## src/hw/iod_pkg.sv

```systemverilog
/*
  Package of the diagnostic record block: record layout, fixed field values,
  timing counts and the read request carrier.
  Assumes a single 100 MHz core clock.
*/
package iod_pkg;

  // ==========================================================================
  // Timing
  localparam int unsigned CLK_PERIOD_NS  = 10;
  localparam int unsigned TICK_PERIOD_NS = 1000;
  localparam int unsigned CYCLES_PER_US  = (TICK_PERIOD_NS + CLK_PERIOD_NS - 1) / CLK_PERIOD_NS;

  // ==========================================================================
  // Record sets
  localparam logic [7:0] SET_HEAD = 8'h00;  // First four bytes only
  localparam logic [7:0] SET_FULL = 8'h01;  // Whole record

  // ==========================================================================
  // Byte offsets within the record
  localparam logic [4:0] OFS_GENERAL   = 5'h00;
  localparam logic [4:0] OFS_MODINFO   = 5'h01;
  localparam logic [4:0] OFS_RES_C     = 5'h02;
  localparam logic [4:0] OFS_INTERNAL  = 5'h03;
  localparam logic [4:0] OFS_CHTYPE    = 5'h04;
  localparam logic [4:0] OFS_DIAGBITS  = 5'h05;
  localparam logic [4:0] OFS_CHCOUNT   = 5'h06;
  localparam logic [4:0] OFS_SUMMARY   = 5'h07;
  localparam logic [4:0] OFS_CHERR0    = 5'h08;
  localparam logic [4:0] OFS_CHRES0    = 5'h0C;
  localparam logic [4:0] OFS_STAMP0    = 5'h10;
  localparam logic [4:0] HEAD_LEN      = 5'h04;
  localparam logic [4:0] FULL_LEN      = 5'h14;

  // ==========================================================================
  // Fixed field values
  localparam logic [7:0] VAL_MODINFO   = 8'h15;
  localparam logic [7:0] VAL_CHTYPE    = 8'h73;
  localparam logic [7:0] VAL_DIAGBITS  = 8'h08;
  localparam logic [7:0] VAL_CHCOUNT   = 8'h04;

  // ==========================================================================
  // Bit positions
  localparam int unsigned BIT_GEN_CHANNEL_ERROR_SUMMARY   = 3;  // General byte: any channel error
  localparam int unsigned BIT_GEN_PARERR  = 7;  // General byte: parameter error
  localparam int unsigned BIT_CH_PARERR   = 0;  // Channel byte: parameter error
  localparam int unsigned BIT_CH_SHORT    = 3;  // Channel byte: short to ground

  // ==========================================================================
  // Read request carrier
  typedef struct packed {
    logic [7:0] set_num;
    logic [4:0] index;
  } iod_req_t;

endpackage

```

## src/hw/iod_diag_record.sv

```systemverilog
/*
  Diagnostic record of a four-channel analog output module. Holds the
  channel error state, builds the record bytes and serves byte reads by
  record set and index. Stamps the microsecond count each time a channel turns faulty.
  Record layout, by byte index:
    0        general diagnostic byte
    1 to 5   fixed module and channel description bytes; 2 and 3 read as zero
    6        channel count
    7        channel error summary, one bit per channel
    8 to 11  per-channel error bytes
    12 to 15 reserved, read as zero
    16 to 19 timestamp, least significant byte first
  Assumes error levels arrive from the output stage asynchronously and the
  reader issues one request per cycle at most. The timestamp is read byte by
  byte with no snapshot, so a reader racing a new error may see mixed bytes.
*/
`timescale 1ns/1ps

module iod_diag_record
  import iod_pkg::*;
#(
  parameter int unsigned NCH = 4
) (
  input  wire logic            core_clk,
  input  wire logic            sys_rst,
  input  wire logic [NCH-1:0]  ch_param_err,
  input  wire logic [NCH-1:0]  ch_short_gnd,
  input  wire logic            rd_req,
  input  iod_pkg::iod_req_t    rd_addr,
  output logic                 rd_valid,
  output logic                 rd_err,
  output logic [7:0]           rd_data,
  output logic                 diag_event
);
  import iod_pkg::*;

  // ==========================================================================
  // Internal signals

  // Error level synchronisers, first and second stage
  logic [NCH-1:0] par_s1_q;
  logic [NCH-1:0] par_s2_q;
  logic [NCH-1:0] short_s1_q;
  logic [NCH-1:0] short_s2_q;

  // Channel error state and event edge
  logic [NCH-1:0] any_prev_q;     // Channel errors one cycle ago
  logic [NCH-1:0] any_err;        // Channel has any error now
  logic [NCH-1:0] new_err;        // Channel error just appeared
  logic           par_any;        // Some channel has a parameter error

  // Time base and captured stamp
  logic [31:0]    us_count;
  logic [31:0]    stamp_q;
  logic           event_q;

  // Record bytes
  logic [7:0]     chbyte [NCH];
  logic [7:0]     general_byte;
  logic [7:0]     summary_byte;
  logic [7:0]     stamp_byte;
  logic [7:0]     chan_byte;
  logic [7:0]     rec_byte;
  logic           in_range;

  // Registered answer
  logic           valid_q;
  logic           err_q;
  logic [7:0]     data_q;

  // ==========================================================================
  // Time base
  iod_us_ticker u_ticker (
    .core_clk (core_clk),
    .sys_rst  (sys_rst),
    .us_count (us_count)
  );

  // ==========================================================================
  // Two-stage synchronisers for the error levels; only stage two is read
  // Parameter assignment errors
  always_ff @(posedge core_clk) begin
    if (sys_rst) begin
      par_s1_q <= '0;
      par_s2_q <= '0;
    end else begin
      par_s1_q <= ch_param_err;
      par_s2_q <= par_s1_q;
    end
  end

  // Shorts to ground
  always_ff @(posedge core_clk) begin
    if (sys_rst) begin
      short_s1_q <= '0;
      short_s2_q <= '0;
    end else begin
      short_s1_q <= ch_short_gnd;
      short_s2_q <= short_s1_q;
    end
  end

  // Per-channel error bytes and group summary
  generate
    for (genvar g = 0; g < NCH; g++) begin : g_ch
      always_comb begin
        chbyte[g] = 8'h00;
        chbyte[g][BIT_CH_PARERR] = par_s2_q[g];
        chbyte[g][BIT_CH_SHORT]  = short_s2_q[g];
      end
      assign any_err[g] = par_s2_q[g] | short_s2_q[g];
      assign new_err[g] = any_err[g] & ~any_prev_q[g]; // Rising channel error
    end
  endgenerate

  // Any parameter error, reported in the general byte
  assign par_any = |par_s2_q;

  // ==========================================================================
  // Event detection: a channel turning faulty stamps the time
  // Previous error state and the event strobe
  always_ff @(posedge core_clk) begin
    if (sys_rst) begin
      any_prev_q <= '0;
      event_q    <= 1'b0;
    end else begin
      any_prev_q <= any_err;
      event_q    <= |new_err;
    end
  end

  // Stamp held until a channel next turns faulty; each such turn restamps
  always_ff @(posedge core_clk) begin
    if (sys_rst) begin
      stamp_q <= 32'h0000_0000;
    end else if (|new_err) begin
      stamp_q <= us_count;
    end
  end

  // ==========================================================================
  // Record byte lookup
  // General byte: channel error mirror and parameter error flag
  always_comb begin
    general_byte                 = 8'h00;
    general_byte[BIT_GEN_CHANNEL_ERROR_SUMMARY]  = |any_err;
    general_byte[BIT_GEN_PARERR] = par_any;
  end

  // Summary byte: one bit per channel, upper bits reserved
  always_comb begin
    summary_byte          = 8'h00;
    summary_byte[NCH-1:0] = any_err;
  end

  // Timestamp byte picked by the low index bits, least significant first
  always_comb begin
    stamp_byte = stamp_q[{rd_addr.index[1:0], 3'b000} +: 8];
  end

  // Channel byte picked by the low index bits
  always_comb begin
    chan_byte = chbyte[rd_addr.index[1:0]];
  end

  // Byte at the requested index; gaps and reserved bytes read zero
  always_comb begin
    rec_byte = 8'h00;
    if (rd_addr.index >= OFS_STAMP0 && rd_addr.index < FULL_LEN) begin
      rec_byte = stamp_byte;
    end else if (rd_addr.index >= OFS_CHERR0 && rd_addr.index < OFS_CHRES0) begin
      rec_byte = chan_byte;
    end else begin
      unique case (rd_addr.index)
        OFS_GENERAL:  rec_byte = general_byte;
        OFS_MODINFO:  rec_byte = VAL_MODINFO;
        OFS_CHTYPE:   rec_byte = VAL_CHTYPE;
        OFS_DIAGBITS: rec_byte = VAL_DIAGBITS;
        OFS_CHCOUNT:  rec_byte = VAL_CHCOUNT;
        OFS_SUMMARY:  rec_byte = summary_byte;
        default:      rec_byte = 8'h00;
      endcase
    end
  end

  // Which set reaches how far into the record
  always_comb begin
    unique case (rd_addr.set_num)
      SET_FULL: in_range = rd_addr.index < FULL_LEN;
      SET_HEAD: in_range = rd_addr.index < HEAD_LEN;
      default:  in_range = 1'b0;
    endcase
  end

  // ==========================================================================
  // Registered read answer, one cycle after the request
  // Answer strobe and refusal flag, one cycle each per request
  always_ff @(posedge core_clk) begin
    if (sys_rst) begin
      valid_q <= 1'b0;
      err_q   <= 1'b0;
    end else begin
      valid_q <= rd_req;
      err_q   <= rd_req & ~in_range;
    end
  end

  // Answer byte; zero when idle or refused, so stale bytes never linger
  always_ff @(posedge core_clk) begin
    if (sys_rst) begin
      data_q <= 8'h00;
    end else if (rd_req && in_range) begin
      data_q <= rec_byte;
    end else begin
      data_q <= 8'h00;
    end
  end

  assign rd_valid   = valid_q;
  assign rd_err     = err_q;
  assign rd_data    = data_q;
  assign diag_event = event_q;

endmodule

```

## src/hw/iod_us_ticker.sv

```systemverilog
/*
  Free-running microsecond ticker: a prescaler of core clocks and a 32-bit
  count that wraps.
  Assumes synchronous active-high reset applied at power-on.
*/
`timescale 1ns/1ps
module iod_us_ticker
  import iod_pkg::*;
#(
  parameter int unsigned DIV = CYCLES_PER_US
) (
  input  wire logic        core_clk,
  input  wire logic        sys_rst,
  output logic [31:0]      us_count
);

  localparam int unsigned PW = $clog2(DIV + 1);
  localparam logic [PW-1:0] PRE_LAST = PW'(DIV - 1);

  logic [PW-1:0] pre_q;
  logic [31:0]   us_q;

  // ==========================================================================
  // Prescaler, one microsecond per wrap
  always_ff @(posedge core_clk) begin
    if (sys_rst || pre_q == PRE_LAST) begin
      pre_q <= '0;
    end else begin
      pre_q <= pre_q + PW'(1);
    end
  end

  // Count from zero at power-on, natural wrap past all ones
  always_ff @(posedge core_clk) begin
    if (sys_rst) begin
      us_q <= 32'h0000_0000;
    end else if (pre_q == PRE_LAST) begin
      us_q <= us_q + 32'h0000_0001;
    end
  end

  assign us_count = us_q;

endmodule

```

## config.mk

```make
export PLATFORM = sky130hd
export DESIGN_NAME = iod_diag_record
export DESIGN_NICKNAME = d
export VERILOG_FILES = /design/src/hw/iod_pkg.sv /design/src/hw/iod_diag_record.sv /design/src/hw/iod_us_ticker.sv
export SDC_FILE = /design/constraint.sdc
export NUM_CORES = 1
export LEC_CHECK = 0
export ABC_AREA = 1
export BUFFER_PORTS_ARGS = -buffer_cell sky130_fd_sc_hd__buf_2
export CAP_MARGIN = 20
export CORE_MARGIN = 5
export CORE_UTILIZATION = 64
export DETAILED_ROUTE_END_ITERATION = 10
export PLACE_DENSITY_LB_ADDON = 0.25
export SETUP_SLACK_MARGIN = 0.3
export SYNTH_ARGS = -nofsm -noshare
export SYNTH_HDL_FRONTEND = slang
export SYNTH_SLANG_ARGS = --single-unit
```

## constraint.sdc

```tcl
create_clock -name core_clk -period 3.9 [get_ports core_clk]
set_clock_uncertainty 0.2 [all_clocks]
set_input_delay 0.39 -clock core_clk [delete_from_list [all_inputs] [get_ports core_clk]]
set_output_delay 0.39 -clock core_clk [all_outputs]
set_load 0.01 [all_outputs]
```

After elaboration in Yosys (flattened, before gate mapping)
Index checks and enable logic that the tools add are counted.
- shifts and indexed selects: 1
- order comparisons: 6
- bitwise operators: 16
- multiplexer cells: 7
- equality and inequality tests: 7
- reduce and logical (&&, ||, !) cells: 10
- $add $sub $neg: 2
- operators with widths (operator ; number):
    one-hot mux 8 bit (6 select lines) ; 1
    adder 32 x 1 -> 32 bit, second input constant ; 1
    two-way mux 8 bit ; 4
    indexed part select 32 x 6 -> 8 bit ; 1
    == test 5 x 3 -> 1 bit, second input constant ; 4
    binary-select mux 8 bit (select 2 bit) ; 1
    OR reduction 4 bit ; 3
    == test 8 x 1 -> 1 bit, second input constant ; 1
    logical NOT 8 bit ; 1
    adder 7 x 1 -> 7 bit, second input constant ; 1
    == test 7 bit, second input constant ; 1
    inverter 1 bit ; 6
    bitwise AND 1 bit ; 5
    == test 5 x 1 -> 1 bit, second input constant ; 1
    >= comparator 5 x 4 -> 1 bit, second input constant ; 1
    >= comparator 5 bit, second input constant ; 1
    logical NOT 5 bit ; 1
    < comparator 5 x 3 -> 1 bit, second input constant ; 1
    < comparator 5 x 4 -> 1 bit, second input constant ; 1
    < comparator 5 bit, second input constant ; 1
    bitwise OR 1 bit ; 4
    >= comparator 3 bit, second input constant ; 1
    logical AND 1 bit ; 3
    inverter 2 -> 3 bit ; 1
    3 further kinds ; 3
- register bits: 102
- output and inout bits: 11
- logic and storage cells: 61

Logic depth before layout (Yosys ltp)
- depth in word-level cells: 6
- gate-level depth with buffers: 9
- gate-level depth less buffers: 9

Cells and area by module
A second synthesis with hierarchy kept.
- cell total of the unflattened synthesis: 752
- area, all modules: 4894.7 sq um
- by module, submodules not included (module ; sequential area each (sq um) ; times used ; cells each ; area each (sq um)):
    iod_diag_record ; 1261.2 ; 1 ; 426 ; 2760.1
    iod_us_ticker ; 780.7 ; 1 ; 326 ; 2134.5

Worst setup path before layout
No wires, ideal clock.
- path kind: reg-to-reg
- from: reg u_ticker.pre_q[0]
- to: reg u_ticker.us_q[9] (netlist: u_ticker.us_count[9])
- data arrival time: 1308 ps
- data required time: 3584 ps
- setup slack: 2276 ps
- clock period less this slack: 1624 ps
- library setup time: 116 ps
- stages on the path, launching flop included: 9
- cell sequence: dfxtp_1 -> ha_1 -> nand2_1 -> nor2_4 -> nand3_2 -> nor2_4 -> nand3_1 -> o21ai_0 -> nor2_1
- longest elaborated chain between the ends: 1
- RTL lines (item ; line ; RTL):
    start: declaration ; iod_us_ticker.sv:20 ; logic [PW-1:0] pre_q;
    start signal: assignment ; iod_us_ticker.sv:29 ; pre_q <= pre_q + PW'(1);
    == test 7 bit ; iod_us_ticker.sv:37 ; end else if (pre_q == PRE_LAST) begin
    end signal: assignment ; iod_us_ticker.sv:38 ; us_q <= us_q + 32'h0000_0001;
    end: declaration ; iod_us_ticker.sv:21 ; logic [31:0] us_q;
Every way passes these cells.
A chain may end at the register's enable or synchronous reset.

Worst setup path after layout
- from: reg u_ticker.us_q[1] (netlist: u_ticker.us_count[1])
- to: reg u_ticker.us_q[28] (netlist: u_ticker.us_count[28])
- longest elaborated chain between the ends: 1
- RTL lines (item ; line):
    adder 32 x 1 -> 32 bit ; iod_us_ticker.sv:38
Every way passes these cells.

==> out/summary.txt <==
CP Class - reg -> reg
EDFF count, synth - 0
Root Driver - clkbuf_8
Clk Latency, worst-skew pair - 0.37 ns
antenna cells - 0
I/O Buffers - 34
CP arrival - 2.13 ns
worst hold slack - 0.00426 ns
synth top area cells - dfxtp_1 46%, nand2_1 9.3%, nor2_1 8.2%
FF-to-FF path depth - 9
VDD IR max - 320 µV
Yosys reg bits - 102
Synthesized Nets - 652
cell count after synthesis - 626
first-pass GRT wire length - 16700 µm
gr ovfl total - 0
DIE HEIGHT - 93.6 µm
DRC - 0
critical path fanouts, max - 4
I/O Pins - 35
Hold Path Cell Cnt - 3
Syn Area/Cell - 7.15 µm²
slew at the pin closest to its max-slew limit - 0.874 ns
worst r2r src - u_ticker.us_count[1]
RSZ-0062 raised after global routing - false
Reg2Reg Setup Slack - 1.89 ns
setup violators final - 0
Final GP Congestion - 0.909
Yosys warnings - 0
Power Dens Cells - 394 nW/µm²
initial antenna violation count - 0
run status - finished, final reports clean
Slew Viols, Final - 0
Final min period - 2.01 ns
ANT nets after route - 0
Post-synth top cells - 111 x nand2_1, 102 x dfxtp_1, 98 x nor2_1
CTS HTree Levels - 3
top-count cell post-synth - nand2_1
Via density - 5.46
Worst setup SP type - flop
Clock Path Buffers - 2
clock transition at the registers of the reported paths - 0.11 ns
drt pass-1 iters - 6
cts bufs inserted - 9
period utilisation layout - 51.5%
Avg WL per Cell - 13.6 µm
Crit. End Element - flop
TritonCTS clock tree - built
pin count of the biggest net entering global routing - 62
GRT Total Usage - 24.0%
routed wire length - 10300 µm
Starting Density - 65.9%
number of global-route vias before repair - 3603
layout cells sized above 1 - 11.5%
r2r endpoint - u_ticker.us_count[28]
Primary FF master, synth - dfxtp_1
Post-Syn Area - 4480 µm²
total of max-cap violations - 0
Vias - 4139
Slew Limit Headroom - 41.5%
final hold viol count - 0
worst hold path endpoint - short_s1_q[2]
cell taking the most area after synthesis - dfxtp_1
hpwl dp - 7530 µm
Filler Cells Inserted - 570
post-synthesis async set-or-reset flop share - 0%
Netlist cell types - 35
top-area cell type share of the netlist area - 45.6%
Core Footprint - 6790 µm²
DIE WIDTH - 93.6 µm
register area share after synthesis - 45.6%
TNS Setup - 0 ns
die area - 8770 µm²
Layout area overhead - 10.3%
fin nets - 683
non-filler cells, final - 758
Rows - 30
Critical Path RT - 4.02 ns
DP Cell Count - 740
DR iter-0 viols - 328
Clock Sinks - 102
P_leak - 2.06 nW
hold path startpoint - ch_short_gnd[2]
fmax - 498 MHz
Hold WC Path Type - in -> reg
## logic make-up after synthesis
logic type,Yosys count,share of synthesized area [%]
adder cells (fa/ha/maj),2,0.559
AO/OA/AOI/OAI,113,13.6
AND/OR/NAND/NOR,295,30.5
XOR/XNOR,1,0.196
flip-flops,102,45.6
buffers and inverters,113,9.61
## power by group
group	total, mW	switching [mW]	leakage [nW]	internal [mW]
clock network	0.683	0.420	0.105	0.263
logic	0.155	0.101	1.12	0.0531
registers	1.11	0.0236	0.832	1.09
total	1.95	0.545	2.06	1.40
## layout by cell type (no fill, tap or decap), types with 6 or more instances in the layout
cell | synthesis | layout
a21oi_1 | 49 | 49
a22oi_1 | 11 | 11
buf_2 | 5 | 34
clkbuf_8 | 0 | 9
dfxtp_1 | 102 | 102
inv_1 | 92 | 92
nand2_1 | 111 | 111
nand3_1 | 31 | 31
nand4_1 | 16 | 16
nor2_1 | 98 | 98
nor2_2 | 6 | 6
nor2_4 | 6 | 6
nor3_1 | 11 | 11
o21ai_0 | 41 | 41
## critical path, stage by stage (launching register included)
cell     delay, ns
dfxtp_1       0.44
ha_1          0.24
inv_1         0.07
nor2_2        0.25
nand3_1       0.16
nor2_1        0.26
nand4_1       0.13
nand2_1       0.08
inv_1         0.03
nor2_1        0.09
## stage by stage
stage	cell area (µm²)	util [%]	total power, mW	worst slack (ns)
after detailed placement	4710	69.3	1.28	1.57
after global placement	4710	69.3	1.28	1.70
after CTS	4920	72.4	1.95	1.93
after floorplan	4480	-	1.24	2.28
after global routing	4940	72.7	2.02	1.77
final	4940	72.7	1.95	1.89
## sequential cells by signal (all words and copies together), names as in the netlist, 4 cells and up
name	cells
u_ticker.us_count	32
short_s1_q	4
any_prev_q	4
stamp_q	32
short_s2_q	4
rd_data	8
u_ticker.pre_q	7
par_s1_q	4
par_s2_q	4
## timing repair
action                    CTS  global route
hold buffers                0             2
resized for setup           0             0
hold endpoints to repair    0             2
setup buffers               0             0
## area by class of cell
cell class | instances | area, µm² | share of cell area, %
flip-flops and latches | 102 | 2040 | 41.3
multi-input cells | 411 | 2010 | 40.6
inverters | 95 | 357 | 7.22
repair buffers | 38 | 205 | 4.15
clock buffers | 9 | 124 | 2.51
well taps | 96 | 120 | 2.43
clock inverters | 7 | 86.3 | 1.75
## worst max path at each step
stage,endpoint,startpoint,slack [ns]
after floorplan,u_ticker.us_count[9],u_ticker.pre_q[0],2.28
after global placement,rd_data[3],sys_rst,1.70
after detailed placement,rd_data[3],sys_rst,1.57
after CTS,u_ticker.us_count[26],u_ticker.us_count[1],1.93
after global routing,u_ticker.us_count[30],u_ticker.us_count[1],1.77
final,u_ticker.us_count[28],u_ticker.us_count[1],1.89
## routing by layer
| metal | part of all wire, % | up-vias | track usage (%) |
|---|---|---|---|
| li1 | - | 2070 | - |
| met5 | 0 | - | 0 |
| met2 | 49 | 124 | 39.9 |
| met3 | 5.3 | 13 | 4.59 |
| met1 | 44 | 1932 | 31.5 |
| met4 | 1.4 | 0 | 7.22 |
No activity file was read; power rests on OpenSTA's default activity.
